## src/common/dco_cfg.svh

```systemverilog
// Purpose: Constants of the divided clock output block
// Assumes: Included by the package and by the design files
// Notes:   Counts are terminal values: a divide by N loads N minus one
`ifndef DCO_CFG_SVH
`define DCO_CFG_SVH

// ============================================================
// Divisor field
`define DCO_DIV_W        10
`define DCO_DIV_ZERO     10'h000
// Terminal count used on affected parts when a zero divisor was never preceded by a nonzero one
`define DCO_FIRST_ZERO_TERM 10'h01F
// Terminal count for a true divide by one
`define DCO_UNITY_TERM   10'h000

// ============================================================
// Source select encodings
`define DCO_SRC_SYS      1'h0
`define DCO_SRC_OSC      1'h1

// ============================================================
// Reset values
`define DCO_RST_SRC      1'h0
`define DCO_RST_OUT      1'h0

`endif

```

## src/common/dco_pkg.sv

```systemverilog
// Purpose: Types of the divided clock output block
// Assumes: dco_cfg.svh supplies the widths
// Notes:   One setting travels as a packed struct from write to divider
`include "dco_cfg.svh"

package dco_pkg;

  // ============================================================
  // Setting carried from the configuration port to the divider
  typedef struct packed {
    logic                   src;
    logic [`DCO_DIV_W-1:0]  term;
  } dco_setting_t;

endpackage : dco_pkg

```

## src/rtl/dco_tick_div.sv

```systemverilog
// Purpose: Counts source ticks and flags the wrap at a terminal count
// Assumes: tick_i is a one-cycle enable of the selected source
// Notes:   Terminal zero wraps on every tick
`include "dco_cfg.svh"

module dco_tick_div
  import dco_pkg::*;
(
  input  wire logic                  core_clk_i,
  input  wire logic                  sys_rst_i,
  input  wire logic                  tick_i,
  input  wire logic [`DCO_DIV_W-1:0] term_i,
  output logic                       wrap_o
);

  logic [`DCO_DIV_W-1:0] cnt_r;

  // ============================================================
  // Counter
  always_comb begin
    wrap_o = tick_i && (cnt_r >= term_i);
  end

  always_ff @(posedge core_clk_i) begin
    if (sys_rst_i) begin
      cnt_r <= `DCO_UNITY_TERM;
    end else if (wrap_o) begin
      cnt_r <= `DCO_UNITY_TERM;
    end else if (tick_i) begin
      cnt_r <= cnt_r + `DCO_DIV_W'(1);
    end
  end

endmodule : dco_tick_div

```

## src/rtl/dco_top.sv

```systemverilog
// Purpose: Divided clock output: selects a source, divides it, drives the pin
// Assumes: Source ticks mark half periods of the source; one core clock
// Notes:   ERRATA_EN=1 reproduces the zero-divisor behaviour of affected parts
`include "dco_cfg.svh"

module dco_top
  import dco_pkg::*;
#(
  parameter bit ERRATA_EN = 1'b1
) (
  input  wire logic                  core_clk_i,
  input  wire logic                  sys_rst_i,
  input  wire logic                  sys_tick_i,
  input  wire logic                  osc_tick_i,
  input  wire logic                  cfg_wr_i,
  input  wire logic                  cfg_src_i,
  input  wire logic [`DCO_DIV_W-1:0] cfg_div_i,
  output logic                       clk_pin_o,
  output logic                       cfg_pending_o
);

  // ============================================================
  // State
  dco_setting_t           pend_r;
  dco_setting_t           pend_nxt;
  logic                   pend_vld_r;
  dco_setting_t           act_r;
  logic                   written_nz_r;
  logic [`DCO_DIV_W-1:0]  last_nz_r;
  logic                   clk_out_r;
  logic                   src_tick;
  logic                   wrap;

  // ============================================================
  // Divisor field to terminal count
  function automatic logic [`DCO_DIV_W-1:0] eff_term(
    input logic [`DCO_DIV_W-1:0] div,
    input logic                  seen_nz,
    input logic [`DCO_DIV_W-1:0] prev_nz
  );
    logic [`DCO_DIV_W-1:0] t;
    t = div;
    if (div == `DCO_DIV_ZERO) begin
      if (!ERRATA_EN) begin
        t = `DCO_UNITY_TERM;
      end else if (seen_nz) begin
        t = prev_nz;
      end else begin
        t = `DCO_FIRST_ZERO_TERM;
      end
    end
    return t;
  endfunction : eff_term

  always_comb begin
    pend_nxt.src  = cfg_src_i;
    pend_nxt.term = eff_term(cfg_div_i, written_nz_r, last_nz_r);
  end

  // ============================================================
  // Divisor history, which the affected behaviour depends on
  always_ff @(posedge core_clk_i) begin
    if (sys_rst_i) begin
      written_nz_r <= 1'b0;
      last_nz_r    <= `DCO_DIV_ZERO;
    end else if (cfg_wr_i && (cfg_div_i != `DCO_DIV_ZERO)) begin
      written_nz_r <= 1'b1;
      last_nz_r    <= cfg_div_i;
    end
  end

  // ============================================================
  // Pending setting: a later write before the wrap replaces an earlier one
  always_ff @(posedge core_clk_i) begin
    if (sys_rst_i) begin
      pend_r     <= '0;
      pend_vld_r <= 1'b0;
    end else if (cfg_wr_i) begin
      pend_r     <= pend_nxt;
      pend_vld_r <= 1'b1;
    end else if (wrap) begin
      pend_vld_r <= 1'b0;
    end
  end

  // ============================================================
  // Active setting; switching mid-period would give a runt pulse on the pin
  always_ff @(posedge core_clk_i) begin
    if (sys_rst_i) begin
      act_r.src  <= `DCO_RST_SRC;
      act_r.term <= ERRATA_EN ? `DCO_FIRST_ZERO_TERM : `DCO_UNITY_TERM;
    end else if (wrap && pend_vld_r) begin
      act_r <= pend_r;
    end
  end

  // ============================================================
  // Source select and divider
  always_comb begin
    src_tick = (act_r.src == `DCO_SRC_OSC) ? osc_tick_i
                                           : sys_tick_i;
  end

  dco_tick_div u_div (
    .core_clk_i (core_clk_i),
    .sys_rst_i  (sys_rst_i),
    .tick_i     (src_tick),
    .term_i     (act_r.term),
    .wrap_o     (wrap)
  );

  // ============================================================
  // Pin driver: one toggle per wrap, so a period spans term+1 source periods
  always_ff @(posedge core_clk_i) begin
    if (sys_rst_i) begin
      clk_out_r <= `DCO_RST_OUT;
    end else if (wrap) begin
      clk_out_r <= ~clk_out_r;
    end
  end

  always_comb begin
    clk_pin_o     = clk_out_r;
    cfg_pending_o = pend_vld_r;
  end
endmodule : dco_top

```

## config.mk

```make
export PLATFORM = sky130hd
export DESIGN_NAME = dco_top
export DESIGN_NICKNAME = d
export VERILOG_FILES = /design/src/common/dco_pkg.sv /design/src/rtl/dco_tick_div.sv /design/src/rtl/dco_top.sv
export VERILOG_INCLUDE_DIRS = /design/src /design/src/common
export SDC_FILE = /design/constraint.sdc
export NUM_CORES = 1
export LEC_CHECK = 0
export ABC_AREA = 0
export BUFFER_PORTS_ARGS = -buffer_cell sky130_fd_sc_hd__buf_4
export CORE_UTILIZATION = 55
export CTS_BUF_LIST = sky130_fd_sc_hd__clkbuf_4 sky130_fd_sc_hd__clkbuf_8 sky130_fd_sc_hd__clkbuf_16
export DETAILED_ROUTE_END_ITERATION = 10
export PLACE_DENSITY = 0.78
export SYNTH_ARGS = -nofsm -noshare
export SYNTH_HDL_FRONTEND = slang
export SYNTH_SLANG_ARGS = --single-unit
```

## constraint.sdc

```tcl
create_clock -name core_clk_i -period 5.8 [get_ports core_clk_i]
set_input_delay 0.58 -clock core_clk_i [delete_from_list [all_inputs] [get_ports core_clk_i]]
set_output_delay 0.58 -clock core_clk_i [all_outputs]
set_load 0.02 [all_outputs]
```

Yosys cells after proc, flatten, opt, wreduce, memory -nomap -nowiden
Cells that the tools add are included.
{"block": "op_classes", "addsub": 1, "n_lt_le_gt_ge": 1, "mux": 5, "bitwise_logic": 1, "reduce_logical": 7}
{"cell": "$mux 10", "n": 2}
{"cell": "$add 10x1->10 const B", "n": 1}
{"cell": "$ge 10x10->1", "n": 1}
{"cell": "$logic_not 10->1", "n": 1}
{"cell": "$reduce_bool 10->1", "n": 1}
{"cell": "$logic_and 1x1->1", "n": 3}
{"cell": "$mux 1", "n": 3}
{"cell": "$reduce_bool 2->1", "n": 1}
{"cell": "$reduce_or 2->1", "n": 1}
{"cell": "$not 1->1", "n": 1}
{"block": "word_totals", "ff_bits": 45, "inputBits": 16}

Longest topological paths before layout
{"block": "logic_depth", "depth_word": 4, "depth_mapped": 9, "mapped_depth_nobuf": 7}

By module
From an unflattened synthesis, not the netlist that was laid out.
{"block": "hier_totals", "cells_unflattened": 229, "hier_area_um2": 2014.4}
{"module": "dco_top", "n_inst": 1, "cells_each": 148, "area_each_um2": 1325.0, "seq_area_each_um2": 700.7}
{"module": "dco_tick_div", "n_inst": 1, "cells_each": 81, "area_each_um2": 689.4, "seq_area_each_um2": 200.2}

Least setup slack after synthesis
No wires, ideal clock.
{"block": "synth_timing", "path_type": "register to register", "start": "register u_div.cnt_r[0]", "end": "register clk_out_r (netlist: clk_pin_o)", "setup_time_ns": 0.121, "arrival_time_ns": 1.787, "required_time_ns": 5.679, "path_slack_ns": 3.892, "stages_incl_launch_ff": 9, "n_path_buf": 1, "cell_sequence": "dfxtp_1 inv_1 ha_1 nand2b_1 a211oi_1 or3_1 buf_6 a21oi_4 mux2_4"}
{"block": "synth_between", "elab_chain_len": 2}
{"item": "start, declared", "line": "dco_tick_div.sv:16", "source": "logic [`DCO_DIV_W-1:0] cnt_r;"}
{"item": "start signal, assigned", "line": "dco_tick_div.sv:26", "source": "cnt_r <= `DCO_UNITY_TERM;"}
{"item": "start signal, assigned", "line": "dco_tick_div.sv:28", "source": "cnt_r <= `DCO_UNITY_TERM;"}
{"item": "start signal, assigned", "line": "dco_tick_div.sv:30", "source": "cnt_r <= cnt_r + `DCO_DIV_W'(1);"}
{"item": "$ge 10x10->1", "line": "dco_tick_div.sv:21", "source": "wrap_o = tick_i && (cnt_r >= term_i);"}
{"item": "$logic_and 1x1->1", "line": "dco_tick_div.sv:21"}
{"item": "end signal, assigned", "line": "dco_top.sv:116", "source": "clk_out_r <= `DCO_RST_OUT;"}
{"item": "end signal, assigned", "line": "dco_top.sv:118", "source": "clk_out_r <= ~clk_out_r;"}
{"item": "end, declared", "line": "dco_top.sv:30", "source": "logic clk_out_r;"}
No other way between the ends.
A chain may end at the register's enable or synchronous reset.

Final worst setup path
Same ends and word-level chain as after synthesis.

==> results.py <==
metrics = {
    "grt": {
        "initial_antenna_violation_count": 0,
        "grt_remaining_overflow": 0,
        "first_global_vias": 1410,
        "track_usage_pct": 20.5,
        "largest_net_degree_at_the_start_of_global_routing": 59,
        "grt_pass1_wl_um": 6400,
    },
    "pwr": {
        "leakage_power_total_uw": 0.000916,
        "ir_worst_vdd_mv": 0.202,
        "power_density_of_the_placed_cells_nw_per_um2": 246,
    },
    "finish": {
        "insertedDiodeCount": 0,
        "post_route_cells_drive_above_1_share_pct": 12.4,
        "final_net_count": 276,
        "instances_no_fill": 298,
        "fillerInstances": 287,
        "area_delta_synth_final_pct": 10.3,
        "post-route-util_pct": 63.3,
    },
    "sta": {
        "timing.fmax_mhz": 465,
        "post-route-period-util_pct": 37.1,
        "worst_slew_margin_rel_pct": 64.1,
        "timing_max_transition_violations_final": 0,
        "timing_worst_slew_pin_value_ps": 538,
        "fin_tns_setup_ps": 0,
        "final.min_clock_period_ps": 2150,
        "hold_viol_final": 0,
        "finalSetupViolCount": 0,
        "fin_worst_skew_ps": 6.42,
        "rsz0062_at_grt": "false",
    },
    "placed_design": {
        "dp_cells": 290,
        "globalplace.congestion": 0.860,
        "port_buffer_count": 17,
        "detailedPlacementHpwl_um": 2530,
    },
    "hold_path": {
        "hold_path.startpoint": "last_nz_r[8]$_SDFFE_PP0P_",
        "min_delay_path_depth": 2,
        "holdCritPathClass": "reg -> reg",
        "whs_endpoint": "last_nz_r[8]$_SDFFE_PP0P_",
    },
    "yosys": {
        "yosys.area.top_type": "dfxtp_1",
        "syn_area_per_cell_um2": 8.86,
        "synthDistinctLibCells": 34,
        "synth.net_count": 264,
        "count_of_flip_flops_with_a_built_in_enable_after_synthesis": 0,
        "synthFlopType": "dfxtp_1",
        "synth-seq-cells": 45,
        "synth_top_area_share_pct": 42.9,
        "syn-cell-area_um2": 2100,
        "synthTopCellsByArea": "dfxtp_1 43%, ha_1 6.6%, mux2i_1 6.2%",
        "synth.cells.most_frequent": "45 x dfxtp_1, 27 x nor2_1, 25 x nand2_1",
        "yosysMostFrequentCell": "dfxtp_1",
        "synth.yosys.seq_area_share_pct": 42.9,
        "postSynth.asyncResetShare_pct": 0,
        "yosysWarnings": 0,
        "syn_inst": 237,
    },
    "clocking": {
        "clkSinkCount": 45,
        "cts_hold_buf": 0,
        "clk_transition_reported_paths_ps": 90,
        "cts-root-to-sink-buffers": 2,
        "numCtsBuffers": 5,
        "post_cts_resize_count": 0,
        "cts_setup_buffers": 0,
        "clk_latency_ps": 300,
        "htreeDepth": 2,
        "clock_tree_from_tritoncts": "built",
        "clk_root_buf": "clkbuf_8",
    },
    "critical_path": {
        "cell_with_the_largest_stage_delay_on_the_worst_path": "or3_1",
        "critPathTopFamily": "simple AND/OR/NAND/NOR gates",
        "terminus_of_the_critical_flop_to_flop_path": "clk_pin_o$_SDFFE_PP0P_",
        "timing.reg2reg.setup_slack_ps": 3650,
        "launching_point_of_the_worst_reg2reg_path": "u_div.cnt_r[0]$_SDFFE_PP0P_",
        "startpoint_type": "flip-flop",
        "critical_path_peak_fanout": 9,
        "worst_path_largest_cell_delay_ps": 440,
        "worstSetupStartpoint": "u_div.cnt_r[0]$_SDFFE_PP0P_",
        "timing.critical_path.buf_inv": 1,
        "cp.required_ps": 5990,
        "crit_type": "reg -> reg",
        "crit_chain": "inv_1 -> ha_1 -> nand2b_1 -> a211oi_1 -> or3_1 -> a21oi_4 -> mux2_4",
        "cp.arrival_ps": 2340,
        "critical_path.endpoint_type": "flip-flop",
        "worst-r2r-cell-count": 7,
    },
    "floorplan": {
        "num_io_pins": 18,
        "core-area_um2": 3660,
        "chipWidth_um": 63.8,
        "chipHeight_um": 63.8,
        "dieArea_um2": 4070,
        "placementRows": 22,
        "initial_utilization_pct": 57.3,
    },
    "routing": {
        "drt-vias-per-instance": 5.37,
        "detail_route.first_pass.iterations": 4,
        "routed_wl_um": 3700,
        "wl_per_cell_um": 12.4,
        "drt.antenna.violating_nets": 0,
        "drc": 0,
        "detail_route.iter0.violations": 77,
        "total_via_count_in_the_routed_design": 1601,
    },
    "status": {
        "result_of_the_run": "completed",
    },
    "run": {
        "max_cap_viol_count": 0,
    },
}
[state kept, by name, summed over array words and instances, names as in the netlist]
signal         flops
cfg_pending_o      1
pend_r            11
act_r             11
last_nz_r         10
clk_pin_o          1
u_div.cnt_r       10
written_nz_r       1
[worst register-to-register path, stage by stage (launching register included)]
cell      delay [ps]
dfxtp_1          410
inv_1            100
ha_1             270
nand2b_1          90
a211oi_1          70
or3_1            440
a21oi_4          340
mux2_4           330
[cells by family after synthesis]
kind of cell	count (synthesis)	synth area share, %
AND/OR/NAND/NOR	89	20.6
flip-flops	45	42.9
AO/OA/AOI/OAI	44	14.1
buffers and inverters	26	5.48
multiplexers	15	7.45
adder cells (fa/ha/maj)	11	6.56
XOR/XNOR	7	2.92
[final cells by class]
| cell class | count | area (um^2) | share of cell area (%) |
|---|---|---|---|
| repair buffers | 17 | 128 | 5.51 |
| clock buffers | 6 | 76.3 | 3.30 |
| well taps | 48 | 60.1 | 2.59 |
| clock inverters | 2 | 15.0 | 0.648 |
| flip-flops and latches | 45 | 901 | 38.9 |
| inverters | 14 | 52.6 | 2.27 |
| multi-input cells | 166 | 1080 | 46.8 |
[worst max path at each step]
stage | end | slack [ps] | depth (start not counted)
after floorplan | clk_pin_o$_SDFFE_PP0P_ | 3890 | 8
after global placement | clk_pin_o$_SDFFE_PP0P_ | 3690 | 7
after detailed placement | clk_pin_o$_SDFFE_PP0P_ | 3680 | 7
after CTS | act_r[1]$_SDFFE_PP1P_ | 3650 | 7
after global routing | act_r[1]$_SDFFE_PP1P_ | 3520 | 7
final | clk_pin_o$_SDFFE_PP0P_ | 3650 | 7
[per-stage QoR]
stage	worst slack (ps)	hold slack, ps	power, uW	instance area, um^2
2_1_floorplan	3890	437	364	2100
3_3_place_gp	3690	444	379	2220
3_5_place_dp	3680	448	380	2220
4_1_cts	3650	460	574	2320
5_1_grt	3520	478	597	2320
6_report	3650	456	570	2320
[routing by layer]
layer | track usage, % | up-vias | wire length, um
met5 | 0 | - | 0
met4 | 7.67 | 0 | 61
met3 | 5.36 | 5 | 134
met2 | 31.3 | 29 | 1670
met1 | 27.7 | 727 | 1840
li1 | - | 840 | -
[where the power goes]
part | internal, uW | switching, uW | total (uW)
registers | 320 | 7.11 | 327
clock network | 89.6 | 108 | 197
logic | 20.5 | 25.4 | 45.8
[cell usage in the layout, fill, tap and decap left out, types with 4 or more instances in the layout]
| cell type | synthesis | final |
|---|---|---|
| buf_4 | 0 | 17 |
| ha_1 | 11 | 11 |
| clkbuf_8 | 0 | 5 |
| inv_1 | 14 | 14 |
| xor2_1 | 4 | 4 |
| a211oi_1 | 8 | 8 |
| nand2_1 | 25 | 25 |
| nor3_1 | 8 | 8 |
| mux2i_1 | 13 | 13 |
| dfxtp_1 | 45 | 45 |
| a21oi_1 | 22 | 22 |
| o221ai_1 | 5 | 5 |
| nor2_1 | 27 | 27 |
| nand4_1 | 5 | 5 |
| nand2b_1 | 14 | 14 |
(Power assumes the default switching activity.)
